--- config.mk ---
export PLATFORM = sky130hd
export DESIGN_NAME = dram_hard_row_repair_wr
export DESIGN_NICKNAME = d
export VERILOG_FILES = /design/src/rtl/hrr_pkg.sv /design/src/rtl/burst_check_if.sv /design/src/rtl/hrr_burst_check.sv /design/src/rtl/dram_hard_row_repair_wr.sv
export SDC_FILE = /design/constraint.sdc
export NUM_CORES = 1
export LEC_CHECK = 0
export BUFFER_PORTS_ARGS = -buffer_cell sky130_fd_sc_hd__buf_2
export CAP_MARGIN = 20
export CORE_ASPECT_RATIO = 1.2
export CORE_MARGIN = 4
export CORE_UTILIZATION = 50
export DETAILED_ROUTE_END_ITERATION = 12
export PLACE_DENSITY = 0.76
export SKIP_CTS_REPAIR_TIMING = 1
export SLEW_MARGIN = 10
export SYNTH_ARGS = -nofsm -noshare
export SYNTH_HDL_FRONTEND = slang
export SYNTH_SLANG_ARGS = --single-unit
--- constraint.sdc ---
create_clock -name clk -period 3.1 [get_ports clk]
set_clock_uncertainty 0.2 [all_clocks]
set_input_delay 0.62 -clock clk [delete_from_list [all_inputs] [get_ports clk]]
set_output_delay 0.62 -clock clk [all_outputs]
set_load 0.02 [all_outputs]
--- src/rtl/hrr_pkg.sv ---
// shared types and constants for the hard row repair block
package hrr_pkg;

	typedef enum logic [2:0] {
		CMD_DES   = 3'b000,
		CMD_MRS   = 3'b001,
		CMD_ACT   = 3'b010,
		CMD_WR    = 3'b011,
		CMD_PRE   = 3'b100,
		CMD_REF   = 3'b101,
		CMD_RD    = 3'b110,
		CMD_OTHER = 3'b111
	} cmd_e;

	typedef enum logic [2:0] {
		ST_IDLE    = 3'b000,
		ST_KEYS    = 3'b001,
		ST_ARMED   = 3'b010,
		ST_OPEN    = 3'b011,
		ST_BURST   = 3'b100,
		ST_PROGRAM = 3'b101,
		ST_RECOG   = 3'b110,
		ST_VOID    = 3'b111
	} state_e;

	localparam int         ADDR_W          = 18;
	localparam logic [2:0] MR_SEL_MR0      = 3'h0;
	localparam logic [2:0] MR_SEL_MR4      = 3'h4;
	localparam int         MR4_REPAIR_BIT  = 13;
	localparam int         NUM_KEYS        = 4;
	localparam int         KEY_W           = 5;
	localparam int         KEY_LSB         = 7;
	localparam int         KEY_LOW_W       = 7;
	localparam logic [6:0] KEY_LOW_ONES    = 7'h7F;
	localparam logic [1:0] KEY_BG          = 2'h0;
	localparam logic [1:0] KEY_BA          = 2'h0;
	// key n sits at [n*KEY_W +: KEY_W], fields A11..A7
	localparam logic [19:0] GUARD_KEYS     = {5'h07, 5'h17, 5'h0F, 5'h19};
	localparam logic [1:0] LAST_KEY_IDX    = 2'h3;
	localparam int         BURST_CLOCKS    = 4;
	localparam int         HIGH_RUN_MIN    = 2;
	localparam state_e     STATE_RESET     = ST_IDLE;

endpackage

--- src/rtl/burst_check_if.sv ---
// carrier between repair sequencer and burst checker
`timescale 1ns/10ps
interface burst_check_if;
	logic start;
	logic done;
	logic allLow;
	logic highRun;
	modport ctrl (output start, input done, input allLow, input highRun);
	modport chk  (input start, output done, output allLow, output highRun);
endinterface

--- src/rtl/hrr_burst_check.sv ---
// judges the eight beats of the repair write burst
`timescale 1ns/10ps
module hrr_burst_check #(
	parameter int DQ_W = 8,
	parameter int WL   = 9
) (
	input  wire logic            clk,
	input  wire logic            resetn,
	burst_check_if.chk           bc,
	input  wire logic [DQ_W-1:0] dqRise,
	input  wire logic [DQ_W-1:0] dqFall
);
	import hrr_pkg::*;

	localparam int              CW         = $clog2(WL + BURST_CLOCKS + 1);
	localparam logic [CW-1:0]   FIRST_C    = CW'(WL);
	localparam logic [CW-1:0]   LAST_C     = CW'(WL + BURST_CLOCKS - 1);
	localparam logic [1:0]      RUN_HIT_C  = 2'(HIGH_RUN_MIN - 1);
	localparam int              DONE_DELAY = WL + BURST_CLOCKS;

	logic [CW-1:0] cnt_r;
	logic [1:0]    runLen_r;
	logic          anyHigh_r;
	logic          seenRun_r;
	logic          done_r;
	logic          allLow_r;
	logic          highRun_r;
	logic          window;
	logic          highNow;
	logic          allHighNow;
	logic          runHit;

	assign window     = (cnt_r >= FIRST_C) && (cnt_r <= LAST_C);
	assign highNow    = (|dqRise) | (|dqFall);
	assign allHighNow = (&dqRise) & (&dqFall);
	assign runHit     = allHighNow && (runLen_r >= RUN_HIT_C);

	// latency counter, cycle k after the write is sampled at cnt_r == k
	always_ff @(posedge clk or negedge resetn) begin
		if (!resetn) begin
			cnt_r <= '0;
		end else if (cnt_r == '0) begin
			if (bc.start) begin
				cnt_r <= CW'(1);
			end
		end else if (cnt_r == LAST_C) begin
			cnt_r <= '0;
		end else begin
			cnt_r <= cnt_r + CW'(1);
		end
	end

	// any high bit anywhere in the burst vetoes the repair
	always_ff @(posedge clk or negedge resetn) begin
		if (!resetn) begin
			anyHigh_r <= 1'b0;
		end else if (bc.start && cnt_r == '0) begin
			anyHigh_r <= 1'b0;
		end else if (window && highNow) begin
			anyHigh_r <= 1'b1;
		end
	end

	// run of clocks with every bit high on both edges
	always_ff @(posedge clk or negedge resetn) begin
		if (!resetn) begin
			runLen_r  <= '0;
			seenRun_r <= 1'b0;
		end else if (bc.start && cnt_r == '0) begin
			runLen_r  <= '0;
			seenRun_r <= 1'b0;
		end else if (window) begin
			runLen_r  <= allHighNow ? ((runLen_r == 2'h3) ? runLen_r : runLen_r + 2'h1) : 2'h0;
			seenRun_r <= seenRun_r | runHit;
		end
	end

	always_ff @(posedge clk or negedge resetn) begin
		if (!resetn) begin
			done_r    <= 1'b0;
			allLow_r  <= 1'b0;
			highRun_r <= 1'b0;
		end else begin
			done_r <= window && (cnt_r == LAST_C);
			if (window && (cnt_r == LAST_C)) begin
				allLow_r  <= !(anyHigh_r | highNow);
				highRun_r <= seenRun_r | runHit;
			end
		end
	end

	assign bc.done    = done_r;
	assign bc.allLow  = allLow_r;
	assign bc.highRun = highRun_r;
endmodule

--- src/rtl/dram_hard_row_repair_wr.sv ---
// device side of the write-initiated hard row repair sequence
// Function
// - mode register 4 bit 13 set enters repair mode; all DQ driven high until the write, or until a broken sequence voids the repair.
// - four mode register 0 guard keys in order, low address bits all ones.
// - wrong or interrupted keys disable repair; programming becomes a no-operation.
// - plain write to same bank; column value ignored by the device.
// - repair starts only when all sampled burst bits are low.
// - any high bit in the burst blocks repair of this device.
// - two or more all-high clocks skip repair; mixed patterns undefined.
// - whole sequence may repeat once per repaired row.
`timescale 1ns/10ps
module dram_hard_row_repair_wr #(
	parameter int DQ_W = 8,
	parameter int CWL  = 9,
	parameter int AL   = 0,
	parameter int PL   = 0
) (
	input  wire logic                  clk,
	input  wire logic                  resetn,
	input  wire hrr_pkg::cmd_e         cmd,
	input  wire logic [1:0]            bg,
	input  wire logic [1:0]            ba,
	input  wire logic [hrr_pkg::ADDR_W-1:0] addr,
	input  wire logic [DQ_W-1:0]       dqRise,
	input  wire logic [DQ_W-1:0]       dqFall,
	output logic [DQ_W-1:0]            dqOut,
	output logic                       dqOe,
	output logic                       modeOn,
	output logic                       keysAccepted,
	output logic                       programming,
	output logic                       repairCommitted,
	output logic                       repairSkipped,
	output logic                       patternUndefined,
	output logic                       repairedValid,
	output logic [1:0]                 repairedBg,
	output logic [1:0]                 repairedBa,
	output logic [hrr_pkg::ADDR_W-1:0] repairedRow
);
	import hrr_pkg::*;

	localparam int WL = CWL + AL + PL;

	state_e              st_r;
	state_e              st_nxt;
	logic [1:0]          keyIdx_r;
	logic [1:0]          tgtBg_r;
	logic [1:0]          tgtBa_r;
	logic [ADDR_W-1:0]   tgtRow_r;
	logic [DQ_W-1:0]     dqOut_r;
	logic                dqOe_r;
	logic                modeOn_r;
	logic                keysAccepted_r;
	logic                programming_r;
	logic                repairCommitted_r;
	logic                repairSkipped_r;
	logic                patternUndefined_r;
	logic                repairedValid_r;
	logic [1:0]          repairedBg_r;
	logic [1:0]          repairedBa_r;
	logic [ADDR_W-1:0]   repairedRow_r;
	logic                isMr4;
	logic                mr4Set;
	logic                mr4Clr;
	logic                keyHit;
	logic                wrHit;
	logic [KEY_W-1:0]    keyExpect;

	burst_check_if bc ();

	hrr_burst_check #(
		.DQ_W (DQ_W),
		.WL   (WL)
	) u_check (
		.clk    (clk),
		.resetn (resetn),
		.bc     (bc.chk),
		.dqRise (dqRise),
		.dqFall (dqFall)
	);

	assign isMr4     = (cmd == CMD_MRS) && ({bg[0], ba} == MR_SEL_MR4);
	assign mr4Set    = isMr4 && addr[MR4_REPAIR_BIT];
	assign mr4Clr    = isMr4 && !addr[MR4_REPAIR_BIT];
	assign keyExpect = GUARD_KEYS[int'(keyIdx_r)*KEY_W +: KEY_W];
	assign keyHit    = (cmd == CMD_MRS) && ({bg[0], ba} == MR_SEL_MR0) && (bg == KEY_BG) && (ba == KEY_BA)
		&& (addr[KEY_LSB +: KEY_W] == keyExpect) && (addr[KEY_LOW_W-1:0] == KEY_LOW_ONES);
	// column address deliberately not compared
	assign wrHit     = (cmd == CMD_WR) && (bg == tgtBg_r) && (ba == tgtBa_r);
	assign bc.start  = (st_r == ST_OPEN) && wrHit;

	always_comb begin
		st_nxt = st_r;
		case (st_r)
			ST_IDLE: begin
				if (mr4Set) begin
					st_nxt = ST_KEYS;
				end
			end
			ST_KEYS: begin
				if (mr4Clr) begin
					st_nxt = ST_IDLE;
				end else if (keyHit) begin
					st_nxt = (keyIdx_r == LAST_KEY_IDX) ? ST_ARMED : ST_KEYS;
				end else if (cmd != CMD_DES) begin
					st_nxt = ST_VOID;
				end
			end
			ST_ARMED: begin
				if (mr4Clr) begin
					st_nxt = ST_IDLE;
				end else if (cmd == CMD_ACT) begin
					st_nxt = ST_OPEN;
				end else if (cmd != CMD_DES) begin
					st_nxt = ST_VOID;
				end
			end
			ST_OPEN: begin
				if (mr4Clr) begin
					st_nxt = ST_IDLE;
				end else if (wrHit) begin
					st_nxt = ST_BURST;
				end else if (cmd != CMD_DES) begin
					// refresh or a stray command here would upset the target row
					st_nxt = ST_VOID;
				end
			end
			ST_BURST: begin
				if (bc.done) begin
					st_nxt = bc.allLow ? ST_PROGRAM : ST_VOID;
				end
			end
			ST_PROGRAM: begin
				// programming time is the controller's to honour
				if (cmd == CMD_PRE) begin
					st_nxt = ST_RECOG;
				end
			end
			ST_RECOG: begin
				if (mr4Clr) begin
					st_nxt = ST_IDLE;
				end
			end
			ST_VOID: begin
				if (mr4Clr) begin
					st_nxt = ST_IDLE;
				end
			end
			default: begin
				st_nxt = STATE_RESET;
			end
		endcase
	end

	always_ff @(posedge clk or negedge resetn) begin
		if (!resetn) begin
			st_r <= STATE_RESET;
		end else begin
			st_r <= st_nxt;
		end
	end

	always_ff @(posedge clk or negedge resetn) begin
		if (!resetn) begin
			keyIdx_r <= '0;
		end else if (st_r != ST_KEYS) begin
			keyIdx_r <= '0;
		end else if (keyHit && keyIdx_r != LAST_KEY_IDX) begin
			keyIdx_r <= keyIdx_r + 2'h1;
		end
	end

	always_ff @(posedge clk or negedge resetn) begin
		if (!resetn) begin
			tgtBg_r  <= '0;
			tgtBa_r  <= '0;
			tgtRow_r <= '0;
		end else if (st_r == ST_ARMED && cmd == CMD_ACT && !mr4Clr) begin
			tgtBg_r  <= bg;
			tgtBa_r  <= ba;
			tgtRow_r <= addr;
		end
	end

	// entry drives all DQ high; the write hands the bus to the controller
	always_ff @(posedge clk or negedge resetn) begin
		if (!resetn) begin
			dqOut_r <= '0;
			dqOe_r  <= 1'b0;
		end else begin
			dqOut_r <= '1;
			dqOe_r  <= (st_nxt == ST_KEYS) || (st_nxt == ST_ARMED) || (st_nxt == ST_OPEN);
		end
	end

	always_ff @(posedge clk or negedge resetn) begin
		if (!resetn) begin
			modeOn_r       <= 1'b0;
			keysAccepted_r <= 1'b0;
			programming_r  <= 1'b0;
		end else begin
			modeOn_r       <= st_nxt != ST_IDLE;
			keysAccepted_r <= (st_nxt == ST_ARMED) || (st_nxt == ST_OPEN) || (st_nxt == ST_BURST)
				|| (st_nxt == ST_PROGRAM) || (st_nxt == ST_RECOG);
			programming_r  <= st_nxt == ST_PROGRAM;
		end
	end

	// mixed patterns are treated as a skip; safer than a half repair
	always_ff @(posedge clk or negedge resetn) begin
		if (!resetn) begin
			repairSkipped_r    <= 1'b0;
			patternUndefined_r <= 1'b0;
		end else begin
			repairSkipped_r    <= (st_r == ST_BURST) && bc.done && !bc.allLow;
			patternUndefined_r <= (st_r == ST_BURST) && bc.done && !bc.allLow && !bc.highRun;
		end
	end

	// row is registered on the precharge; kept until the next repair
	always_ff @(posedge clk or negedge resetn) begin
		if (!resetn) begin
			repairCommitted_r <= 1'b0;
			repairedValid_r   <= 1'b0;
			repairedBg_r      <= '0;
			repairedBa_r      <= '0;
			repairedRow_r     <= '0;
		end else begin
			repairCommitted_r <= (st_r == ST_PROGRAM) && (cmd == CMD_PRE);
			if ((st_r == ST_PROGRAM) && (cmd == CMD_PRE)) begin
				repairedValid_r <= 1'b1;
				repairedBg_r    <= tgtBg_r;
				repairedBa_r    <= tgtBa_r;
				repairedRow_r   <= tgtRow_r;
			end
		end
	end

	assign dqOut            = dqOut_r;
	assign dqOe             = dqOe_r;
	assign modeOn           = modeOn_r;
	assign keysAccepted     = keysAccepted_r;
	assign programming      = programming_r;
	assign repairCommitted  = repairCommitted_r;
	assign repairSkipped    = repairSkipped_r;
	assign patternUndefined = patternUndefined_r;
	assign repairedValid    = repairedValid_r;
	assign repairedBg       = repairedBg_r;
	assign repairedBa       = repairedBa_r;
	assign repairedRow      = repairedRow_r;
endmodule

# After elaboration in Yosys (flattened, before gate mapping)
# Index checks and enable logic that the tools add are counted.
[classes]
n_addsub = 3
mul = 1
magnitude_cmp = 3
n_eq_ne = 29
shift = 1
muxes = 27
bitwise = 4
n_reduce_logical = 50
[ops]
columns = ["cell", "count"]
rows = [
  ["$mux W3", 11],
  ["$eq A3 B3 Y1 const B", 9],
  ["$logic_and A1 B1 Y1", 23],
  ["$pmux W3 S7", 1],
  ["$shiftx A20 B6 Y5 const A", 1],
  ["$eq A3 B2 Y1 const B", 6],
  ["$mux W2", 8],
  ["$reduce_and A8 Y1", 2],
  ["$reduce_or A8 Y1", 2],
  ["$mux W4", 3],
  ["$eq A3 B1 Y1 const B", 3],
  ["$eq A7 B7 Y1 const B", 1],
  ["$logic_not A3 Y1", 2],
  ["$logic_or A1 B1 Y1", 6],
  ["$reduce_bool A2 Y1", 3],
  ["$reduce_bool A3 Y1", 2],
  ["$eq A5 B5 Y1", 1],
  ["$logic_not A1 Y1", 5],
  ["$mul A2 B3 Y5 const B", 1],
  ["$add A2 B1 Y2 const B", 2],
  ["$add A4 B1 Y4 const B", 1],
  ["$eq A2 B2 Y1", 2],
  ["$eq A2 B2 Y1 const B", 2],
  ["$eq A4 B4 Y1 const B", 1],
  ["other kinds (14)", 20],
]
[word_totals]
reg_bits = 69
word_cells = 142

# Depth between registers and ports, before layout
# Gate-level depths: netlist (run 1).
[depth]
word_depth = 14
mapped_depth = 9

# Cells and area by module
# A second synthesis (run 1) with hierarchy kept.
[unflattened]
cells_unflattened = 270
area_unflattened_um2 = 3298.2
[modules_own_cells]
columns = ["mod", "instances", "cells_per_inst", "area_per_inst_um2", "seq_area_each_um2"]
rows = [
  ["dram_hard_row_repair_wr", 1, 197, 2610.0, 1451.4],
  ["hrr_burst_check", 1, 73, 688.2, 275.3],
]

# Least setup slack after synthesis (run 1)
# Ideal clock, no wire load.
[synth_timing]
path_kind = "input -> register"
start = "in cmd[2]"
end = "reg keysAccepted_r (netlist: keysAccepted)"
arrival_time_ns = 2.303
required_ns = 2.775
setup_slack_ns = 0.472
path_stages = 8
path_buffers = 1
path_cell_list = "buf_6 or4b_1 nor4_2 nand3_2 nor2_4 o22a_4 inv_2 mux2_4"
[synth_via]
elab_chain_cells = 14
word_cells_on_any_way = 35
classes_between = "9 x eq/ne; 11 x mux; 15 x reduce/logical"
[synth_lines]
columns = ["element", "line_no", "text"]
rows = [
  ["start, declared", "dram_hard_row_repair_wr.sv:20", "input wire hrr_pkg::cmd_e cmd,"],
  ["$eq A3 B1 Y1", "dram_hard_row_repair_wr.sv:81, dram_hard_row_repair_wr.sv:85", ""],
  ["$logic_and A1 B1 Y1 (3 in a row)", "dram_hard_row_repair_wr.sv:85", "assign keyHit = (cmd == CMD_MRS) && ({bg[0], ba} == MR_SEL_MR0) && (bg == KEY_BG) && (ba == KEY_BA)"],
  ["$logic_and A1 B1 Y1 (2 in a row)", "dram_hard_row_repair_wr.sv:86", "&& (addr[KEY_LSB +: KEY_W] == keyExpect) && (addr[KEY_LOW_W-1:0] == KEY_LOW_ONES);"],
  ["$mux W3", "dram_hard_row_repair_wr.sv:102", "end else if (keyHit) begin"],
  ["$mux W3", "dram_hard_row_repair_wr.sv:100", "if (mr4Clr) begin"],
  ["$pmux W3 S7 (*)", "dram_hard_row_repair_wr.sv:93", "case (st_r)"],
  ["named net st_nxt[1]", "dram_hard_row_repair_wr.sv:44", "state_e st_nxt;"],
  ["$eq A3 B2 Y1", "dram_hard_row_repair_wr.sv:202", "keysAccepted_r <= (st_nxt == ST_ARMED) || (st_nxt == ST_OPEN) || (st_nxt == ST_BURST)"],
  ["$logic_or A1 B1 Y1 (2 in a row)", "dram_hard_row_repair_wr.sv:202", ""],
  ["$logic_or A1 B1 Y1", "dram_hard_row_repair_wr.sv:203", "|| (st_nxt == ST_PROGRAM) || (st_nxt == ST_RECOG);"],
  ["$logic_or A1 B1 Y1 (*)", "dram_hard_row_repair_wr.sv:203", ""],
  ["end signal, assigned", "dram_hard_row_repair_wr.sv:202", ""],
  ["end, declared", "dram_hard_row_repair_wr.sv:52", "logic keysAccepted_r;"],
]
# The timed path passes the listed nets; every way through them passes the cells marked *.
# A chain may end at the register's enable or synchronous reset.

# Final worst setup path (run 1)
[layout_timing]
start = "reg keyIdx_r[0]"
end = "reg keysAccepted_r (netlist: keysAccepted)"
[layout_via]
elab_chain_cells = 13
word_cells_on_any_way = 19
classes_between = "1 x mul; 7 x eq/ne; 1 x shift; 4 x mux; 6 x reduce/logical"
[layout_lines]
columns = ["element", "line_no", "text"]
rows = [
  ["start, declared", "dram_hard_row_repair_wr.sv:45", "logic [1:0] keyIdx_r;"],
  ["start signal, assigned", "dram_hard_row_repair_wr.sv:168", "keyIdx_r <= keyIdx_r + 2'h1;"],
  ["$mul A2 B3 Y5", "dram_hard_row_repair_wr.sv:84", "assign keyExpect = GUARD_KEYS[int'(keyIdx_r)*KEY_W +: KEY_W];"],
  ["$shiftx A20 B6 Y5", "dram_hard_row_repair_wr.sv:84", ""],
  ["$eq A5 B5 Y1", "dram_hard_row_repair_wr.sv:86", ""],
  ["$logic_and A1 B1 Y1 (2 in a row)", "dram_hard_row_repair_wr.sv:86", ""],
  ["$mux W3 (*)", "dram_hard_row_repair_wr.sv:102", ""],
  ["$mux W3 (*)", "dram_hard_row_repair_wr.sv:100", ""],
  ["$pmux W3 S7 (*)", "dram_hard_row_repair_wr.sv:93", ""],
  ["named net st_nxt[1]", "dram_hard_row_repair_wr.sv:44", ""],
  ["$eq A3 B2 Y1", "dram_hard_row_repair_wr.sv:202", ""],
  ["$logic_or A1 B1 Y1 (2 in a row)", "dram_hard_row_repair_wr.sv:202", ""],
  ["$logic_or A1 B1 Y1", "dram_hard_row_repair_wr.sv:203", ""],
  ["$logic_or A1 B1 Y1 (*)", "dram_hard_row_repair_wr.sv:203", ""],
]
# Marks and branches as above.

==> impl_metrics.csv, run 1 <==
group,metric,value,unit
synthesis,yosysWarnings,0,
route,post_drt_wl_per_cell,14.5,um
global_routing,use_met1,0.202,
placed_design,gp_congestion,0.805,
route,drt_iter0_markers,95,
route,vias,2310,
die,floorplan.initialDensity,0.524,
synthesis,syn-cell-area,3230,sq um
timing,slew_headroom,0.601,
cells_and_area,drive_above_1_share,0.445,
die,fp.dieW,81.4,um
cells_and_area,num-nets-final,400,
die,pin_count,81,
synthesis,synthCells,267,
timing,tns,0,ns
global_routing,grt_overflow,0,
global_routing,grtUsageMet3,0.0412,
die,die_area,7820,sq um
cells_and_area,layout_commonest_cell,"buf_2",
synthesis,synth_nets,319,
cells_and_area,area_delta_synth_final,20.6,%
min_path,hp-class,"in2async",
synthesis,ys_async_sr_fraction,1.00,
worst_setup_path,cp-end-kind,"flip-flop",
cells_and_area,layout_common_cells,"80 x buf_2, 69 x dfrtp_1, 45 x mux2_2, 14 x inv_1, 13 x nor2_1",
clock_tree,cts_buffers,9,
cells_and_area,multi_input_area,1370,sq um
global_routing,gr-usage-all-layers,0.172,
global_routing,grt_pass1_wl,10.1,mm
clock_tree,root_buffer,"clkbuf_8",
cells_and_area,seqCellArea,1730,sq um
placed_design,dp_hpwl,4.81,mm
synthesis,synth_top_cells_by_area,"dfrtp_1 53%, mux2_2 16%, ha_1 3.5%",
synthesis,synth_cell_types,51,
placed_design,place_ws,0.306,ns
clock_tree,h-tree-depth,3,
flow_run,drv_cap,0,
synthesis,ys.flop_type,"dfrtp_1",
route,wl,6.30,mm
global_routing,grt_max_degree,29,
die,coreArea,6170,sq um
global_routing,gr-usage-met2,0.293,
global_routing,grt_pass1_vias,2244,
timing,worst_hold_slack,0.0312,ns
timing,drv_slew,0,
route,first_pass_iters,4,
route,drtAntennaViolNets,0,
die,die_h,96.1,um
worst_setup_path,start_kind,"flip-flop",
timing,min_period,2.48,ns
cells_and_area,fillers,501,
placed_design,numPortBuffers,80,
cells_and_area,num_antenna_cells,0,
timing,hold_viol,0,
synthesis,synth_top_cell_area_share,0.534,
run_status,outcome,"finished, final reports clean",
timing,fmax,0.404,GHz
power_and_ir_drop,powerDensity,576,nW/um^2
global_routing,antenna_found_initial,0,
clock_tree,cts.clk_slew.worst_paths,0.07,ns
power_and_ir_drop,ir_worst_vdd,0.374,mV
worst_setup_path,path_class,"reg2reg",
synthesis,ys_seq_area_frac,0.534,
timing,rsz0062_at_grt,"false",
timing,setup_viol,0,
synthesis,syn_area_per_cell,12.1,sq um
timing,setup_slack,0.624,ns
die,num_rows,31,
route,drc_errors,0,
worst_setup_path,worst-path-max-fanout,3,
timing,finalCritPeriodShare,0.799,
synthesis,ys_ff_latch,69,
clock_tree,cts.sinks,69,
synthesis,yosysTopAreaCell,"dfrtp_1",
synthesis,synth-edff-count,0,
route,via_per_inst,5.31,
clock_tree,cts_tree,"done",
power_and_ir_drop,p_leak,1.99,nW
worst_setup_path,critPathArrivalTime,2.49,ns
clock_tree,clockBufferDepth,2,
clock_tree,clkLatencyLatePin,0.34,ns
timing,worstMarginPinSlew,0.593,ns
worst_setup_path,required,3.12,ns
global_routing,grt-busiest-layer,"met2",
final timing paths:
check / slack, ns / cells past startpoint / startpoint / end
min: 0.03 / 1 / resetn / repairedRow[5]
min reg2reg: 0.23 / 1 / u_check.bc.highRun / patternUndefined
max reg2reg: 0.62 / 9 / keyIdx_r[0] / keysAccepted
max: 0.62 / 9 / keyIdx_r[0] / keysAccepted
min in group clk: 0.23 / 1 / u_check.bc.highRun / patternUndefined
max in group asynchronous: 1.92 / 2 / resetn / u_check.runLen_r[1]
registers in the layout, indices dropped and copies added, names as in the netlist, 2 cells and up:
signal and flops:
tgtBg_r 2, st_r 3, tgtBa_r 2, u_check.runLen_r 2
repairedRow 18, keyIdx_r 2, tgtRow_r 18, u_check.cnt_r 4
repairedBg 2, repairedBa 2
critical path, cell delays in order, from the launching register on:
cell     delay, ns
dfrtp_1       0.41
inv_1         0.11
ha_1          0.16
or3b_2        0.44
a22oi_1       0.23
nand3_2       0.14
nor2_4        0.16
o22a_4        0.17
inv_2         0.05
mux2_4        0.28
cells by family (layout without fill, tap and decap cells):
logic type,after synthesis,count (layout),synth area share
AND/OR/NAND/NOR,72,72,0.130
flip-flops,69,69,0.534
multiplexers,47,47,0.165
AO/OA/AOI/OAI,34,34,0.0743
buffers and inverters,29,115,0.0441
adder cells (fa/ha/maj),9,9,0.0348
XOR/XNOR,6,6,0.0163
other,1,1,0.00116
per-layer routing:
metal / wire length (um) / part of all wire / vias to the layer above
met2: 3190 / 0.51 / 73
li1: - / - / 1116
met3: 485 / 0.077 / 9
met4: 75 / 0.012 / 0
met5: 0 / 0 / -
met1: 2560 / 0.41 / 1112
layout make-up:
cell class | count | area share
clock buffers | 10 | 0.0328
clock inverters | 6 | 0.0225
inverters | 15 | 0.0145
multi-input cells | 169 | 0.350
flip-flops and latches | 69 | 0.443
well taps | 82 | 0.0263
repair buffers | 84 | 0.110
synth_stat cells (all sizes together) (3+ instances only):
cell type,count
dfrtp,69
mux2,46
inv,15
nor2,15
nand2,11
buf,10
ha,9
a21oi,8
nand3,8
nand4,7
nor4,7
o21ai,7
xnor2,5
clkbuf,4
nand2b,4
a21boi,3
nand4b,3
nor3,3
o31ai,3
per-stage QoR:
step / util / cells / cell area, sq um / total power [W]
after CTS: 0.632 / 435 / 3900 / 0.00227
after global placement: 0.597 / 419 / 3680 / 0.00147
final: 0.632 / 435 / 3900 / 0.00225
after global routing: 0.632 / 435 / 3900 / 0.00238
after detailed placement: 0.597 / 419 / 3680 / 0.00149
after floorplan: - / 267 / 3230 / 0.00136
report_power, final:
part           internal, W  total, W  switching, W  leakage (nW)
clock             0.000451  0.000779      0.000327        0.0985
combinational     0.000190  0.000415      0.000224         0.973
sequential        0.000978   0.00105     0.0000745         0.923
(Power assumes the default switching activity.)
==> inputs of run 2 (changes only) <==
==> constraint.sdc (replaced) <==
create_clock -name clk -period 2.33 [get_ports clk]
set_clock_uncertainty 0.2 [all_clocks]
set_input_delay 0.466 -clock clk [delete_from_list [all_inputs] [get_ports clk]]
set_output_delay 0.466 -clock clk [all_outputs]
set_load 0.02 [all_outputs]
==> run 2 against run 1 <==
  * Via count grew 5.1%
  * Global-route usage grew 1.4 points
  * Setup slack lost 0.53 ns
  * Final area grew 6.1%
==> impl_metrics.csv, run 2 (synthesized netlist as in run 1, its figures left out) <==
group,metric,value,unit
worst_setup_path,path_class,"reg2reg",
power_and_ir_drop,ir_worst_vdd,0.630,mV
route,wl_met2,3.51,mm
route,post_drt_wl_per_cell,14.9,um
run_status,outcome,"finished, final reports clean",
die,floorplan.initialDensity,0.524,
power_and_ir_drop,intPower,0.00220,W
power_and_ir_drop,p_comb_frac,0.199,
timing,rsz0062_at_grt,"true",
route,drc_errors,0,
cells_and_area,fillers,473,
power_and_ir_drop,switching_share,0.291,
min_path,min_to,"tgtRow_r[15]",
placed_design,numPortBuffers,80,
clock_tree,cts.sinks,69,
min_path,hp-class,"in2reg",
timing,setup_slack,0.0914,ns
route,via_per_inst,5.32,
cells_and_area,final_core_util,0.670,
global_routing,grt_max_degree,25,
global_routing,grt_pass1_vias,2542,
worst_setup_path,critPathArrivalTime,2.27,ns
timing,min_period,2.24,ns
clock_tree,cts_buffers,9,
cells_and_area,area_delta_synth_final,27.9,%
die,pin_count,81,
clock_tree,cts.clk_slew.worst_paths,0.08,ns
timing,slew_headroom,0.606,
die,fp.dieW,81.4,um
timing,drv_slew,0,
route,dr_wl_met3,500,um
clock_tree,clkLatencyLatePin,0.35,ns
min_path,hp-start,"addr[15]",
clock_tree,cts_tree,"done",
clock_tree,root_buffer,"clkbuf_8",
cells_and_area,multi_input_area,1410,sq um
timing,worstMarginPinSlew,0.591,ns
placed_design,dp_hpwl,5.16,mm
die,num_rows,31,
die,coreArea,6170,sq um
min_path,whs_path_depth,2,
timing,fmax,0.447,GHz
timing,tns,0,ns
cells_and_area,stdcell_area,4130,sq um
power_and_ir_drop,p_clk_frac,0.349,
worst_setup_path,required,2.36,ns
worst_setup_path,cp-end-kind,"flip-flop",
route,vias,2427,
worst_setup_path,rr_worst_depth,9,
placed_design,place_ws,-0.145,ns
timing,hold_viol,0,
cells_and_area,layout_commonest_cell,"buf_2",
cells_and_area,stdcell_count,456,
cells_and_area,drive_above_1_share,0.503,
route,wl,6.77,mm
global_routing,grt_overflow,0,
power_and_ir_drop,p_leak,2.12,nW
cells_and_area,layout_common_cells,"80 x buf_2, 68 x dfrtp_1, 45 x mux2_2, 22 x buf_4, 13 x nor2_1",
timing,finalCritPeriodShare,0.961,
cells_and_area,seqCellArea,1730,sq um
route,drt_iter0_markers,116,
clock_tree,h-tree-depth,3,
global_routing,gr-usage-all-layers,0.186,
route,top_layer,"met4",
timing,setup_viol,0,
placed_design,gp_congestion,0.848,
worst_setup_path,worst-path-max-fanout,3,
worst_setup_path,r2r-end,"keysAccepted",
route,wl_met1,2.64,mm
route,drtAntennaViolNets,0,
placed_design,dpl.cell_count,439,
cells_and_area,num-nets-final,421,
power_and_ir_drop,power_switching,0.000904,W
die,die_area,7820,sq um
placed_design,placedInstanceArea,3860,sq um
clock_tree,clockBufferDepth,2,
die,die_h,96.1,um
route,first_pass_iters,4,
global_routing,antenna_found_initial,0,
worst_setup_path,start_kind,"flip-flop",
worst_setup_path,rr_startpoint,"keyIdx_r[0]",
power_and_ir_drop,power_frac_seq,0.452,
cells_and_area,num_antenna_cells,0,
power_and_ir_drop,powerDensity,751,nW/um^2
global_routing,grt_pass1_wl,10.9,mm
worst_setup_path,reg2reg_slack,0.09,ns
flow_run,drv_cap,0,
run 2: cell count changes in the layout (fill, tap and decap cells not counted), sizes merged:
cell | before | now
dlygate4sd3 | 0 | 1
clkinvlp | 3 | 1
clkinv | 1 | 3
inv | 15 | 16
clkbuf | 10 | 9
buf | 84 | 104
run 2: metal layers:
layer	GRT usage	up-vias
met5	0	-
met4	0.0930	0
met3	0.0487	14
met2	0.330	85
met1	0.202	1177
li1	-	1151
run 2: how the worst max path moves through the flow:
stage | cells past startpoint | to | start | slack [ns]
final | 9 | keysAccepted | keyIdx_r[0] | 0.09
after detailed placement | 7 | modeOn | ba[0] | -0.15
after floorplan | 8 | keysAccepted | cmd[2] | -0.004
after global routing | 9 | keysAccepted | keyIdx_r[0] | -0.008
after CTS | 8 | modeOn | keyIdx_r[0] | -0.03
after global placement | 8 | keysAccepted | ba[0] | -0.07
run 2: final cells by class:
cell class / instances / area share
Timing Repair Buffer: 105 / 0.149
Inverter: 15 / 0.0136
Clock buffer: 9 / 0.0300
Multi-Input combinational cell: 169 / 0.341
Sequential cell: 69 / 0.418
Clock inverter: 7 / 0.0239
Tap cell: 82 / 0.0248
run 2: through the flow:
| step | hold WS [ns] | power (W) |
|---|---|---|
| floorplan | -0.0296 | 0.00181 |
| global placement | 0.222 | 0.00200 |
| detailed placement | 0.220 | 0.00204 |
| CTS | -0.0957 | 0.00312 |
| global route | 0.125 | 0.00327 |
| finish | 0.140 | 0.00310 |
run 2: power by group through the flow:
stage / clock (W) / combinational [W] / sequential (W)
2_1_floorplan: 0 / 0.000391 / 0.00142
3_3_place_gp: 0 / 0.000585 / 0.00142
3_5_place_dp: 0 / 0.000614 / 0.00142
4_1_cts: 0.00111 / 0.000616 / 0.00140
5_1_grt: 0.00116 / 0.000689 / 0.00142
6_report: 0.00108 / 0.000617 / 0.00140
run 2: critical path: stages (launching register included):
cell and delay [ns]:
dfrtp_1 0.36, inv_2 0.07, ha_2 0.19, or3_4 0.36, a22oi_2 0.23, nand3_2 0.13
nor2_4 0.12, o22a_4 0.14, inv_2 0.04, mux2_4 0.28
==> inputs of run 3 (changes only) <==
--- a/config.mk
+++ b/config.mk
@@ -5,13 +5,16 @@
 export SDC_FILE = /design/constraint.sdc
 export NUM_CORES = 1
 export LEC_CHECK = 0
+export ABC_AREA = 1
 export BUFFER_PORTS_ARGS = -buffer_cell sky130_fd_sc_hd__buf_2
 export CAP_MARGIN = 20
+export CELL_PAD_IN_SITES_DETAIL_PLACEMENT = 0
+export CELL_PAD_IN_SITES_GLOBAL_PLACEMENT = 1
 export CORE_ASPECT_RATIO = 1.2
 export CORE_MARGIN = 4
-export CORE_UTILIZATION = 50
+export CORE_UTILIZATION = 40
 export DETAILED_ROUTE_END_ITERATION = 12
-export PLACE_DENSITY = 0.76
+export PLACE_DENSITY_LB_ADDON = 0.1
 export SKIP_CTS_REPAIR_TIMING = 1
 export SLEW_MARGIN = 10
 export SYNTH_ARGS = -nofsm -noshare
==> run 3 against run 2 <==
  * Sequential cell count unchanged
  * Via count increased by 12%
  * Maximum frequency increased by 7.3%
  * Critical path depth increased by 5
  * Critical endpoint unchanged
  * Largest power group unchanged
  * Largest cell class unchanged
  * Sequential power increased by 34%
  * Area after synthesis increased by 5.8%
==> impl_metrics.csv, run 3 <==
group,metric,value,unit
cells_and_area,layout_commonest_cell,"nand2_1",
placed_design,gp_congestion,0.808,
synthesis,yosys-top-cells-count,"114 x nand2_1, 69 x dfrtp_1, 44 x inv_1, 31 x nor2_1, 24 x o21ai_0",
synthesis,yosysWarnings,0,
flow_run,drv_cap,0,
synthesis,ys.flop_type,"dfrtp_1",
route,drtAntennaViolNets,0,
synthesis,synth_fa_ha_area_frac,0.0329,
clock_tree,cts.clk_slew.worst_paths,0.09,ns
worst_setup_path,critPathArrivalTime,2.14,ns
global_routing,grt_max_degree,51,
route,drc_errors,0,
timing,setup_viol,0,
synthesis,synth-edff-count,0,
clock_tree,root_buffer,"clkbuf_8",
cells_and_area,final_core_util,0.501,
route,vias,2717,
route,first_pass_iters,6,
worst_setup_path,required,2.38,ns
synthesis,synth_top_family_by_area,"simple AND/OR/NAND/NOR gates",
clock_tree,cts_tree,"done",
power_and_ir_drop,p_leak,2.25,nW
power_and_ir_drop,ir_worst_vdd,0.586,mV
power_and_ir_drop,p_total,0.00422,W
synthesis,synth_top_cell_area_share,0.505,
route,post_drt_wl_per_cell,12.3,um
placed_design,numPortBuffers,80,
timing,fmax,0.479,GHz
timing,worst_hold_slack,0.137,ns
die,num_rows,36,
worst_setup_path,path_class,"reg2reg",
timing,hold_viol,0,
timing,worstMarginPinSlew,0.521,ns
synthesis,synth_compound_area_frac,0.0571,
route,drt_iter0_markers,86,
power_and_ir_drop,powerDensity,1020,nW/um^2
route,via_per_inst,4.57,
die,fp.dieW,92.4,um
timing,finalCritPeriodShare,0.895,
timing,drv_slew,0,
clock_tree,cts.sinks,69,
run_status,outcome,"finished, final reports clean",
synthesis,synth_nets,445,
global_routing,gr-usage-all-layers,0.156,
clock_tree,h-tree-depth,3,
worst_setup_path,start_kind,"flip-flop",
synthesis,ys_seq_area_frac,0.505,
worst_setup_path,cp-end-kind,"flip-flop",
global_routing,grt_pass1_wl,12.2,mm
global_routing,grt_overflow,0,
die,coreArea,8240,sq um
worst_setup_path,worst-path-max-fanout,5,
synthesis,yosys.area_share.simple,0.267,
synthesis,syn-cell-area,3420,sq um
placed_design,dp_hpwl,5.52,mm
min_path,hp-class,"in2reg",
timing,min_period,2.09,ns
synthesis,synth_cell_types,37,
synthesis,ys_ff_latch,69,
die,pin_count,81,
timing,rsz0062_at_grt,"false",
die,die_h,109,um
clock_tree,clkLatencyLatePin,0.35,ns
synthesis,synth_top_cells_by_area,"dfrtp_1 50%, nand2_1 13%, inv_1 4.8%",
synthesis,yosysTopAreaCell,"dfrtp_1",
cells_and_area,drive_above_1_share,0.295,
die,die_area,10100,sq um
synthesis,synthCells,393,
die,floorplan.initialDensity,0.415,
route,wl,7.33,mm
clock_tree,cts_buffers,9,
cells_and_area,layout_common_cells,"114 x nand2_1, 80 x buf_2, 68 x dfrtp_1, 44 x inv_1, 31 x nor2_1",
cells_and_area,num_antenna_cells,0,
synthesis,syn_area_per_cell,8.70,sq um
placed_design,place_ws,0.193,ns
synthesis,ys_async_sr_fraction,1.00,
synthesis,post-synth-top-count-cell,"nand2_1",
cells_and_area,num-nets-final,528,
clock_tree,clockBufferDepth,2,
global_routing,grt_pass1_vias,2625,
synthesis,synthMuxAreaShare,0.0450,
timing,setup_slack,0.244,ns
synthesis,synthXorXnorAreaFrac,0.00768,
timing,tns,0,ns
timing,slew_headroom,0.651,
cells_and_area,area_delta_synth_final,20.8,%
global_routing,antenna_found_initial,0,
[run 3: power breakdown]
part	leakage [nW]	switching, W	internal, W
sequential	0.892	0.000267	0.00160
clock	0.102	0.000498	0.000510
combinational	1.25	0.000784	0.000563
[run 3: final timing paths]
check / start / endpoint / slack (ns) / cells after the start
max in group asynchronous: resetn / keyIdx_r[1] / 0.87 / 3
min reg2reg: u_check.bc.highRun / patternUndefined / 0.25 / 1
min in group asynchronous: resetn / repairedBa[1] / 0.41 / 2
min: addr[12] / tgtRow_r[12] / 0.14 / 2
max: keyIdx_r[1] / keysAccepted / 0.24 / 14
max reg2reg: keyIdx_r[1] / keysAccepted / 0.24 / 14
[run 3: cell type report]
type                            count  area [sq um]
Clock inverter                      7          83.8
Fill cell                         818          4110
Tap cell                          114           143
Inverter                           50           188
Clock buffer                        9           124
Multi-Input combinational cell    260          1410
Sequential cell                    69          1730
Timing Repair Buffer               86           460
[run 3: metrics by stage]
step | std cells | cell area [sq um]
floorplan | 393 | 3420
global placement | 577 | 3910
detailed placement | 577 | 3910
CTS | 593 | 4110
global route | 595 | 4130
finish | 595 | 4130
[run 3: critical path: stages, from the launching register on]
cell	delay (ns)
dfrtp_2	0.41
inv_1	0.07
ha_1	0.19
o21ai_0	0.14
nand2_1	0.07
nor2_1	0.16
nand3_2	0.13
nor2_4	0.12
nand2_2	0.06
nand2_1	0.08
nand2_1	0.07
nand2_1	0.07
nand2_2	0.06
nor2_1	0.10
nor2_1	0.04
[run 3: cell families after synthesis]
| logic type | count (synthesis) |
|---|---|
| flops | 69 |
| mux | 11 |
| buf+inv | 64 |
| other cells | 1 |
| xor+xnor | 3 |
| fa+ha+maj | 9 |
| compound gates | 36 |
| simple gates | 200 |
[run 3: routing by layer]
metal,wire (um),track usage,vias up
li1,-,-,1395
met4,132,0.0637,0
met5,0,0,-
met2,3740,0.272,59
met1,3130,0.184,1253
met3,334,0.0393,10
